==> src/pkg/rcsr_map.svh <==
// offsets, field positions, reset values and timing counts of the radio register bank
// assumes inclusion by the top module and the bench
`ifndef RCSR_MAP_SVH
`define RCSR_MAP_SVH
`define RCSR_CMD_READ      3'h0
`define RCSR_CMD_WRITE     3'h1
`define RCSR_OFF_CHANNEL   5'h05
`define RCSR_OFF_SETUP     5'h06
`define RCSR_OFF_STATUS    5'h07
`define RCSR_OFF_OBSERVE   5'h08
`define RCSR_OFF_POWER     5'h09
`define RCSR_OFF_PIPE0     5'h0a
`define RCSR_BIT_CARRIER   7
`define RCSR_BIT_LOW       5
`define RCSR_BIT_LOCK      4
`define RCSR_BIT_HIGH      3
`define RCSR_BIT_RXDR      6
`define RCSR_BIT_TXDS      5
`define RCSR_BIT_MAXRT     4
`define RCSR_CH_RST        7'h02
`define RCSR_PWR_RST       2'h3
`define RCSR_HIGH_RST      1'h1
`define RCSR_PIPE_RST      3'h7
`define RCSR_ADDR0_RST     40'he7e7e7e7e7
`define RCSR_CNT_MAX       4'hf
`define RCSR_CLK_MHZ       10
`define RCSR_RETX_UNIT_US  250
`define RCSR_RETX_UNIT_CYC (`RCSR_RETX_UNIT_US * `RCSR_CLK_MHZ)
`endif

==> src/pkg/rcsr_pkg.sv <==
// types of the radio register bank
// assumes nothing beyond the map header
package rcsr_pkg;
   typedef enum logic [1:0] {
      RCSR_RATE_1M   = 2'b00,
      RCSR_RATE_2M   = 2'b01,
      RCSR_RATE_250K = 2'b10
   } rcsr_rate_type;
   typedef enum logic [1:0] {
      RCSR_PH_IDLE = 2'b00,
      RCSR_PH_CMD  = 2'b01,
      RCSR_PH_DATA = 2'b10
   } rcsr_phase_type;
endpackage : rcsr_pkg

==> src/rtl/rcsr_top.sv <==
// radio configuration and status registers behind a serial peripheral port
// assumes serial mode 0 (sample on rising sck), sck well below mclk/4,
// and packet engine events as one-cycle pulses on mclk
//
// Overview of operation
// - retransmit limit zero disables retries; N allows up to N retries
// - channel is bits 6:0, resets to 2, bit 7 reads zero
// - setup bit 7 high turns the continuous carrier on
// - low-rate bit gives 250k and masks high-rate; else high gives 2M, 1M
// - setup bit 4 forces the lock indication, resets to zero
// - power field bits 2:1 pick output level, resets to 11
// - status shifts out on serial output during the command byte
// - status bit 6 set on new received data, write one clears
// - status bit 5 set on packet sent or acknowledged, write one clears
// - status bit 4 set on retries exhausted, blocks traffic until cleared
// - status bits 3:1 give the ready pipe, 111 when empty, reset 111
// - status bit 0 shows the transmit queue is full
// - lost packet count in observe bits 7:4 saturates at 15
// - any channel write clears the lost packet count
// - retry count in observe bits 3:0 clears when a new packet starts
// - power detect bit 0 is read only, bits 7:1 read zero
// - pipe 0 address is 40 bits, resets e7e7e7e7e7, low byte first
// - address width 01/10/11 gives 3/4/5 bytes, low bytes used
// - each unmasked flag pulls the active low interrupt pin
// - retry wait is 250 us times delay field plus one
`timescale 1ns/1ps
`include "rcsr_map.svh"
module rcsr_top #(
   parameter int RETX_UNIT_CYC = `RCSR_RETX_UNIT_CYC
) (
   input  wire logic                 mclk,
   input  wire logic                 rstn,
   input  wire logic                 sck,
   input  wire logic                 csn_n,
   input  wire logic                 mosi,
   output logic                      miso,
   output logic                      miso_oe,
   output logic                      irq_n,
   input  wire logic [3:0]           retransmit_limit,
   input  wire logic [3:0]           retransmit_delay,
   input  wire logic [1:0]           address_width,
   input  wire logic [2:0]           irq_mask,
   input  wire logic                 rx_data_event,
   input  wire logic                 tx_done_event,
   input  wire logic                 ack_fail_event,
   input  wire logic                 tx_packet_start,
   input  wire logic [2:0]           rx_pipe_num,
   input  wire logic                 tx_queue_full,
   input  wire logic                 received_power,
   output logic [6:0]                radio_channel,
   output logic                      continuous_carrier,
   output rcsr_pkg::rcsr_rate_type   data_rate,
   output logic                      pll_lock_force,
   output logic [1:0]                transmit_power,
   output logic                      comm_blocked,
   output logic                      retransmit_start,
   output logic [39:0]               pipe0_receive_address
);

   // ************************************************************
   // pin synchronisers
   // ************************************************************
   logic [2:0] sck_s1_r, sck_s2_r;
   logic       sck_prev_r;
   always_ff @(posedge mclk or negedge rstn) begin
      if (!rstn) begin
         sck_s1_r   <= 3'h6;
         sck_s2_r   <= 3'h6;
         sck_prev_r <= 1'h0;
      end else begin
         sck_s1_r   <= {csn_n, mosi, sck};
         sck_s2_r   <= sck_s1_r;
         sck_prev_r <= sck_s2_r[0];
      end
   end
   wire sck_q  = sck_s2_r[0];
   wire mosi_q = sck_s2_r[1];
   wire sel_q  = !sck_s2_r[2];
   wire rise   = sel_q && sck_q && !sck_prev_r;
   wire fall   = sel_q && !sck_q && sck_prev_r;

   // ************************************************************
   // serial framing
   // ************************************************************
   rcsr_pkg::rcsr_phase_type phase_r, phase_nxt;
   logic [2:0] bit_cnt_r;
   logic [7:0] rx_sh_r;
   logic [7:0] cmd_r;
   logic [2:0] data_idx_r;
   logic [7:0] tx_sh_r;
   wire [7:0] rx_byte  = {rx_sh_r[6:0], mosi_q};
   wire       byte_end = rise && (bit_cnt_r == 3'h7);
   wire       data_end = byte_end && (phase_r == rcsr_pkg::RCSR_PH_DATA);
   wire       is_write = (cmd_r[7:5] == `RCSR_CMD_WRITE);
   wire [4:0] reg_addr = cmd_r[4:0];

   always_comb begin
      phase_nxt = phase_r;
      case (phase_r)
         rcsr_pkg::RCSR_PH_IDLE: begin
            if (sel_q) phase_nxt = rcsr_pkg::RCSR_PH_CMD;
         end
         rcsr_pkg::RCSR_PH_CMD: begin
            if (byte_end) phase_nxt = rcsr_pkg::RCSR_PH_DATA;
         end
         rcsr_pkg::RCSR_PH_DATA: phase_nxt = phase_r;
         default: phase_nxt = rcsr_pkg::RCSR_PH_IDLE;
      endcase
      if (!sel_q) phase_nxt = rcsr_pkg::RCSR_PH_IDLE;
   end

   // ************************************************************
   // register state
   // ************************************************************
   logic [6:0]  channel_r;
   logic [7:0]  setup_r;
   logic [2:0]  flags_r;
   logic [2:0]  pipe_r;
   logic        full_r, power_r;
   logic [3:0]  lost_r, retry_r;
   logic [39:0] addr0_r;
   logic [15:0] tmr_r;
   logic        tmr_busy_r;

   // width code 00 is illegal; treated as 5 bytes so no write is lost
   function automatic logic [2:0] addr_bytes(input logic [1:0] aw);
      case (aw)
         2'h1:    addr_bytes = 3'h3;
         2'h2:    addr_bytes = 3'h4;
         default: addr_bytes = 3'h5;
      endcase
   endfunction : addr_bytes

   function automatic logic hit(input logic [4:0] a, input logic [4:0] off);
      hit = (a == off);
   endfunction : hit

   wire wr_any   = data_end && is_write;
   wire wr_ch    = wr_any && hit(reg_addr, `RCSR_OFF_CHANNEL) && (data_idx_r == 3'h0);
   wire wr_setup = wr_any && hit(reg_addr, `RCSR_OFF_SETUP) && (data_idx_r == 3'h0);
   wire wr_stat  = wr_any && hit(reg_addr, `RCSR_OFF_STATUS) && (data_idx_r == 3'h0);
   wire wr_addr0 = wr_any && hit(reg_addr, `RCSR_OFF_PIPE0)
                   && (data_idx_r < addr_bytes(address_width));
   wire [2:0] clr_flags = wr_stat ? rx_byte[6:4] : 3'h0;

   // retries: a failure at the limit ends the packet instead of retrying
   wire fail_at_limit = ack_fail_event && (retry_r == retransmit_limit);
   wire fail_retry    = ack_fail_event && !fail_at_limit;
   wire new_packet    = tx_packet_start && !flags_r[0];
   wire [31:0] wait_cyc = (32'(retransmit_delay) + 32'h1) * 32'(RETX_UNIT_CYC);

   wire [7:0] status_byte = {1'b0, flags_r[2:0], pipe_r, full_r};
   wire [7:0] setup_rd    = {setup_r[7], 1'b0, setup_r[5:1], 1'b0};
   wire [7:0] addr_rd     = (data_idx_r < 3'h5) ? addr0_r[{data_idx_r, 3'h0} +: 8] : 8'h00;
   logic [7:0] rd_byte;

   always_comb begin
      logic [7:0] v;
      v = 8'h00;
      case (reg_addr)
         `RCSR_OFF_CHANNEL: v = {1'b0, channel_r};
         `RCSR_OFF_SETUP:   v = setup_rd;
         `RCSR_OFF_STATUS:  v = status_byte;
         `RCSR_OFF_OBSERVE: v = {lost_r, retry_r};
         `RCSR_OFF_POWER:   v = {7'h00, power_r};
         `RCSR_OFF_PIPE0:   v = addr_rd;
         default:           v = 8'h00;
      endcase
      rd_byte = (cmd_r[7:5] == `RCSR_CMD_READ) ? v : 8'h00;
   end

   // ************************************************************
   // serial shift and read path
   // ************************************************************
   always_ff @(posedge mclk or negedge rstn) begin
      if (!rstn) begin
         phase_r    <= rcsr_pkg::RCSR_PH_IDLE;
         bit_cnt_r  <= 3'h0;
         rx_sh_r    <= 8'h00;
         cmd_r      <= 8'hff;
         data_idx_r <= 3'h0;
         tx_sh_r    <= 8'h00;
         miso       <= 1'b0;
         miso_oe    <= 1'b0;
      end else begin
         phase_r <= phase_nxt;
         miso_oe <= sel_q;
         if (!sel_q) begin
            bit_cnt_r  <= 3'h0;
            data_idx_r <= 3'h0;
            tx_sh_r    <= {status_byte[6:0], 1'b0};
            miso       <= status_byte[7];
         end else begin
            if (rise) begin
               bit_cnt_r <= bit_cnt_r + 3'h1;
               rx_sh_r   <= rx_byte;
            end
            if (byte_end && phase_r == rcsr_pkg::RCSR_PH_CMD) cmd_r <= rx_byte;
            if (data_end && data_idx_r != 3'h7) data_idx_r <= data_idx_r + 3'h1;
            if (fall && bit_cnt_r == 3'h0) begin
               miso    <= rd_byte[7];
               tx_sh_r <= {rd_byte[6:0], 1'b0};
            end else if (fall) begin
               miso    <= tx_sh_r[7];
               tx_sh_r <= {tx_sh_r[6:0], 1'b0};
            end
         end
      end
   end

   // ************************************************************
   // configuration registers
   // ************************************************************
   wire [6:0] ch_nxt = wr_ch ? rx_byte[6:0] : channel_r;
   always_ff @(posedge mclk or negedge rstn) begin
      if (!rstn) begin
         channel_r <= `RCSR_CH_RST;
         setup_r   <= {4'h0, `RCSR_HIGH_RST, `RCSR_PWR_RST, 1'b0};
         addr0_r   <= `RCSR_ADDR0_RST;
      end else begin
         channel_r <= ch_nxt;
         if (wr_setup) setup_r <= rx_byte;
         if (wr_addr0) addr0_r[{data_idx_r, 3'h0} +: 8] <= rx_byte;
      end
   end

   // ************************************************************
   // status flags, counters, retry timer
   // ************************************************************
   wire [2:0] set_flags = {rx_data_event, tx_done_event, fail_at_limit};
   wire [2:0] flags_nxt = (flags_r & ~clr_flags) | set_flags;           // set beats clear
   wire [3:0] lost_nxt  = wr_ch ? 4'h0
                        : (fail_at_limit && lost_r != `RCSR_CNT_MAX) ? lost_r + 4'h1 : lost_r;
   wire [3:0] retry_nxt = new_packet ? 4'h0
                        : (fail_retry && retry_r != `RCSR_CNT_MAX) ? retry_r + 4'h1 : retry_r;
   always_ff @(posedge mclk or negedge rstn) begin
      if (!rstn) begin
         flags_r    <= 3'h0;
         pipe_r     <= `RCSR_PIPE_RST;
         full_r     <= 1'b0;
         power_r    <= 1'b0;
         lost_r     <= 4'h0;
         retry_r    <= 4'h0;
         tmr_r      <= 16'h0;
         tmr_busy_r <= 1'b0;
      end else begin
         flags_r <= flags_nxt;
         pipe_r  <= rx_pipe_num;
         full_r  <= tx_queue_full;
         power_r <= received_power;
         lost_r  <= lost_nxt;
         retry_r <= retry_nxt;
         if (fail_retry) begin
            tmr_r      <= wait_cyc[15:0] - 16'h1;
            tmr_busy_r <= 1'b1;
         end else if (tmr_busy_r && tmr_r != 16'h0) begin
            tmr_r <= tmr_r - 16'h1;
         end else begin
            tmr_busy_r <= 1'b0;
         end
      end
   end

   // ************************************************************
   // registered outputs
   // ************************************************************
   wire low_q  = setup_r[`RCSR_BIT_LOW];
   wire high_q = setup_r[`RCSR_BIT_HIGH];
   // high-rate bit is a don't-care once low-rate is set, so 11 maps to 250k
   wire [1:0] rate_sel = low_q ? 2'b10 : {1'b0, high_q};
   always_ff @(posedge mclk or negedge rstn) begin
      if (!rstn) begin
         irq_n                 <= 1'b1;
         radio_channel         <= `RCSR_CH_RST;
         continuous_carrier    <= 1'b0;
         data_rate             <= rcsr_pkg::RCSR_RATE_2M;
         pll_lock_force        <= 1'b0;
         transmit_power        <= `RCSR_PWR_RST;
         comm_blocked          <= 1'b0;
         retransmit_start      <= 1'b0;
         pipe0_receive_address <= `RCSR_ADDR0_RST;
      end else begin
         irq_n                 <= !(|(flags_r & ~irq_mask));
         radio_channel         <= channel_r;
         continuous_carrier    <= setup_r[`RCSR_BIT_CARRIER];
         data_rate             <= rcsr_pkg::rcsr_rate_type'(rate_sel);
         pll_lock_force        <= setup_r[`RCSR_BIT_LOCK];
         transmit_power        <= setup_r[2:1];
         comm_blocked          <= flags_r[0];
         retransmit_start      <= tmr_busy_r && (tmr_r == 16'h0) && !flags_r[0];
         pipe0_receive_address <= addr0_r;
      end
   end

endmodule : rcsr_top

==> config.mk <==
export PLATFORM = sky130hd
export DESIGN_NAME = rcsr_top
export DESIGN_NICKNAME = d
export VERILOG_FILES = /design/src/pkg/rcsr_pkg.sv /design/src/rtl/rcsr_top.sv
export VERILOG_INCLUDE_DIRS = /design/src /design/src/pkg
export SDC_FILE = /design/constraint.sdc
export NUM_CORES = 1
export LEC_CHECK = 0
export BUFFER_PORTS_ARGS = -buffer_cell sky130_fd_sc_hd__clkbuf_2
export CAP_MARGIN = 20
export CORE_ASPECT_RATIO = 1.5
export CORE_MARGIN = 2
export CORE_UTILIZATION = 59
export CTS_CLUSTER_SIZE = 10
export DETAILED_ROUTE_END_ITERATION = 8
export PLACE_DENSITY = 0.87
export SLEW_MARGIN = 20
export SYNTH_ARGS = -nofsm -noshare
export SYNTH_HDL_FRONTEND = slang
export SYNTH_SLANG_ARGS = --single-unit
==> constraint.sdc <==
create_clock -name mclk -period 3.15 [get_ports mclk]
set_clock_uncertainty 0.05 [all_clocks]
set_input_delay 0.1575 -clock mclk [delete_from_list [all_inputs] [get_ports mclk]]
set_output_delay 0.1575 -clock mclk [all_outputs]
set_load 0.005 [all_outputs]
[Word-level counts from Yosys, hierarchy flattened]
Cells that the tools add are included.
Storage, ports and cells
  bits in registers: 184
  input bits: 27
  output and inout bits: 58
  logic and storage cells: 146
Cells by class
  add/sub/neg operators: 8
  multipliers: 1
  $lt $le $gt $ge: 2
  equality and inequality tests: 19
  shift-type cells: 3
  muxes and demuxes: 28
  bitwise logic cells: 6
  reduce and logical (&&, ||, !) cells: 48
Operators with widths (count)
  $pmux 8 s6: 1
  $bwmux 40: 1
  $mux 8: 5
  $shift 8x8->40 const A: 1
  $shiftx 40x7->8: 1
  $shiftx 8x8->40: 1
  $mux 16: 2
  $sub 16x1->16 const B: 2
  $logic_and 1x1->1: 26
  $logic_not 16->1: 1
  $mux 4: 4
  $reduce_bool 16->1: 1
  $eq 5x3->1 const B: 3
  $eq 5x4->1 const B: 3
  $mux 3: 5
  $mul 5x10->14 const B: 1
  $reduce_bool 2->1: 5
  $logic_not 3->1: 3
  $add 4x1->4 const B: 2
  $ne 4x4->1 const B: 2
  $neg 6->8: 1
  $add 3x1->3 const B: 2
  $and 3x3->3: 2
  $logic_not 1->1: 6
  21 further kinds: 34

[Longest topological paths before layout]
  word-level depth: 12
  depth in mapped cells: 15
  mapped depth without buffers: 15

[Worst setup path after synthesis]
OpenSTA, ideal clock, no wires.
  path type: input-to-reg
  start point: input port retransmit_delay[0]
  end point: register tmr_r[15]
  setup time: 0.096 ns
  arrival: 3.765 ns
  required time: 3.004 ns
  slack: -0.761 ns
  stages: 13
  path buffers: 0
  cells stage by stage: and3_1 > xnor2_1 > inv_1 > ha_1 > ha_1 > ha_1 > ha_1 > nor2b_1 > o21a_1 > or3_1 > a2111o_1 > o311a_1 > o31ai_1
Between the ends
  word-level cells in the longest chain between the ends: 4
Ends and longest elaborated chain
  from (decl): RTL line rcsr_top.sv:40  | input wire logic [3:0] retransmit_delay,
  $add 4x1->5: RTL line rcsr_top.sv:150  | wire [31:0] wait_cyc = (32'(retransmit_delay) + 32'h1) * 32'(RETX_UNIT_CYC);
  $mul 5x10->14: RTL line rcsr_top.sv:150
  $sub 16x1->16: RTL line rcsr_top.sv:254  | tmr_r <= wait_cyc[15:0] - 16'h1;
  $mux 16: RTL line rcsr_top.sv:253  | if (fail_retry) begin
  to (signal assigned): RTL line rcsr_top.sv:254
  to (signal assigned): RTL line rcsr_top.sv:257  | tmr_r <= tmr_r - 16'h1;
  to (decl): RTL line rcsr_top.sv:122  | logic [15:0] tmr_r;
Every way passes these cells.
A chain may end at the register's enable or synchronous reset.

[Worst setup path in the final report]
  start point: input port retransmit_delay[1]
  end point: register tmr_r[15]
The elaborated chain is that of the path after synthesis.

==> impl_metrics.yaml <==
clock_network:
  clk_latency_ps: 430
  cts.sinks: 181
  cts_buffer_depth: 2
  cts-buffers-inserted: 17
  cts_max_level: 4
  clk_pin_slew_ps: 70
  cts_tree: "done"
  clockRootBuffer: "clkbuf_16"
floorplan:
  num_rows: 54
  die_x_microns: 103
  floorplan.initialDensity_pct: 59.7
  io_pins: 85
  die_y_microns: 152
  core_area_sq_um: 14400
  dieArea_sq_um: 15600
critical_path:
  crit_start: "retransmit_delay[1]"
  crit_fanout: 6
  worst_setup_path_end_kind: "register"
  worst_setup_path_start_kind: "input pin"
  slowest_stage: "fa_1"
  slowest_delay_ps: 510
  path_delay_family: "adder cells"
  cp.required_ps: 3420
  crit_type: "input pin to register"
  arrival_ps: 3580
  rr_startpoint: "cmd_r[1]$_DFFE_PN1P_"
  crit_path_cell_trace: "buf_8 -> ha_4 -> xor2_4 -> fa_1 -> ha_2 -> inv_2 -> fa_1 -> inv_2 -> ha_4 -> nand3_2 -> o211ai_1 -> buf_4 -> a21oi_2 -> nand4b_1 -> o311a_1 -> o31ai_1"
  crit_buf_inv: 4
final_layout:
  register_area_sq_um: 4630
  layout-drive-gt1-share_pct: 38.9
  antenna_cells: 0
  layoutNonFillerInstCount: 1065
  multiInputGateArea_sq_um: 3860
  final_common_cell: "dfrtp_1"
  syn2layout_area_growth_pct: 22.2
  postLayoutCoreUtil_pct: 73.0
  final_cell_mix: "dfrtp_1, dfstp_2, clkbuf_2"
  final_nets: 929
  fillCellCount: 890
place:
  dpl.cell_count: 1015
  place.gp.congestion: 0.957
  dp_hpwl_microns: 13800
  io_buffer_count: 84
route:
  drc: 0
  ant_nets: 0
  viasPerCell: 5.86
  wl_per_cell_microns: 18.9
  drt-total-wl_microns: 20100
  dr.pass1.iters: 4
  vias: 6239
  detail_route.iter0.violations: 375
pwr:
  peakVddDrop_uv: 413
  pwr-share-seq_pct: 46.3
  power.density_nw_per_um2: 587
  p_total_mw: 6.16
  p_sw_mw: 1.85
  p_clk_share_pct: 35.4
  switching_share_pct: 30.0
  pwr-share-comb_pct: 18.3
  power.internal_mw: 4.31
  p_leak_nw: 4.84
sta:
  finalWorstSetupSlack_ps: -159
  report.final.hold_viol_count: 0
  slew-limit-headroom_pct: 46.7
  min_period_over_period_pct: 105
  fmax_mhz: 302
  worstMarginPinSlew_ps: 793
  slew_viol_final: 0
  rsz0062_at_grt: "yes"
  tns_ps: -330
  setup-violations-final: 3
  fin_crit_ps: 3310
job:
  max-cap-violations: 0
run_status:
  outcome: "complete, but fails checks"
  violations: "setup timing"
synth:
  synth-compound-area-share_pct: 8.71
  synth.avg_cell_area_sq_um: 12.0
  synth_fp_nets: 787
  synth.top_cell.area_share_pct: 28.2
  yosysTopAreaCell: "dfrtp_1"
  yosys.area_share.adder_pct: 7.05
  synth_ff_type: "dfrtp_1"
  ys_top_cells_by_area: "dfrtp_1, dfstp_2, ha_1"
  synth_area_sq_um: 8590
  synthXorXnorAreaFrac_pct: 3.57
  syn_inst: 714
  synthSimpleGateAreaFrac_pct: 12.2
  post_synth_num_cell_types: 67
  synth_edf_count: 0
  ys_warn_count: 0
  synth_mux_area_share_pct: 11.4
  synth_top_family_by_area: "simple AND/OR/NAND/NOR gates"
  ys_ff_latch: 181
  ys_async_sr_fraction_pct: 100
  yosysSeqAreaShare_pct: 53.9
min_path:
  min_from: "retransmit_delay[2]"
  hp-class: "input pin to register"
global_routing:
  grt_max_degree: 115
  grt_pass1_vias: 6553
  overflow: 0
  track_usage_pct: 27.1
  antenna_found_initial: 0
  grt_first_pass_wirelength_microns: 32900
## Yosys cell counts, types with 3 or more instances
cell type and n:
a21oi_1 14, mux2_2 46, o31a_1 6, nand3b_1 5
inv_1 43, a32o_1 8, a22o_1 8, dfstp_2 84
buf_2 3, xor2_1 11, a21o_1 3, a211oi_1 5
and2_1 5, ha_1 42, nor4_1 6, nor3b_1 5
xnor2_1 24, buf_1 4, nor2_1 44, o21ai_0 21
or3_1 6, nand2_1 49, nand2b_1 10, mux4_2 8
a221oi_1 5, nor3_1 9, a31oi_1 4, clkbuf_1 20
nand3_1 13, dfrtp_1 97, fa_1 4, a22oi_1 7
o211ai_1 3, nand4b_1 3, nor2b_1 8, and3_1 10
nand4_1 5, mux2i_1 28
## flip-flops by register name (all words and copies together), names as in the netlist, 3 cells and up
register / flops
rx_sh_r: 7
sck_s2_r: 3
setup_r: 6
lost_r: 4
pipe_r: 3
radio_channel: 7
data_idx_r: 3
sck_s1_r: 3
bit_cnt_r: 3
tmr_r: 16
cmd_r: 8
channel_r: 7
retry_r: 4
addr0_r: 40
pipe0_receive_address: 40
tx_sh_r: 7
flags_r: 3
## final cells by class
class / count / area share (%)
inverters: 45 / 1.61
well taps: 196 / 2.33
multi-input cells: 461 / 36.7
clock inverters: 13 / 1.55
flip-flops and latches: 181 / 44.1
clock buffers: 19 / 4.22
repair buffers: 150 / 9.46
## power groups by stage
| stage | Sequential, mW | Combinational, mW | Clock, mW |
|---|---|---|---|
| after global routing | 2.88 | 1.23 | 2.27 |
| after floorplan | 2.70 | 0.743 | 0 |
| after global placement | 2.86 | 0.942 | 0 |
| final | 2.85 | 1.13 | 2.18 |
| after detailed placement | 2.87 | 1.02 | 0 |
| after CTS | 2.83 | 1.09 | 2.18 |
## per-stage QoR
step	setup slack, ps	hold WS (ps)	cell area [sq um]
after floorplan	-291	-188	8700
after global placement	-500	132	9640
after detailed placement	-600	149	9640
after CTS	-103	31.8	10500
after global routing	-254	60.7	10500
final	-159	26.9	10500
## cell families after synthesis
logic type                 Yosys count
and+or+nand+nor                    196
DFF                                181
AOI/OAI and AO/OA                  102
muxes                               82
buffers and inverters               72
adders and majority gates           46
xor gates and xnor gates            35
## worst min-delay path, stage by stage
cell	delay [ps]
clkbuf_2	100
buf_4	100
nand2_1	40
o21ai_0	60
## repair_timing
action	CTS	global route
endpoints found under the hold margin	58	0
hold buffers	14	0
pin swaps	10	4
resized for setup	7	9
buffers inserted	3	3
endpoints found under the setup margin	3	4
## routing by layer
| metal | wire, microns | part of all wire, % | vias to the layer above | global-route usage (%) |
|---|---|---|---|---|
| met3 | 861 | 4.3 | 72 | 4.42 |
| li1 | - | - | 2816 | - |
| met5 | 0 | 0 | - | 0 |
| met1 | 7260 | 36 | 3131 | 31.3 |
| met2 | 11000 | 55 | 220 | 47.0 |
| met4 | 955 | 4.7 | 0 | 14.9 |
## path summary, 6_finish.rpt
kind                            slack [ps]  cells after the start                   endpoint
worst max-delay path                  -160                     16      tmr_r[15]$_DFFE_PN0P_
worst min-delay path                    30                      4       tmr_r[4]$_DFFE_PN0P_
worst max register to register         330                      5    addr0_r[22]$_DFFE_PN1P_
worst min register to register         300                      0      sck_s2_r[0]$_DFF_PN0_
max in group asynchronous             1850                      3     data_rate[0]$_DFF_PN1_
min in group asynchronous              230                      2  data_idx_r[1]$_DFFE_PN0P_
No activity file was read; power rests on OpenSTA's default activity.
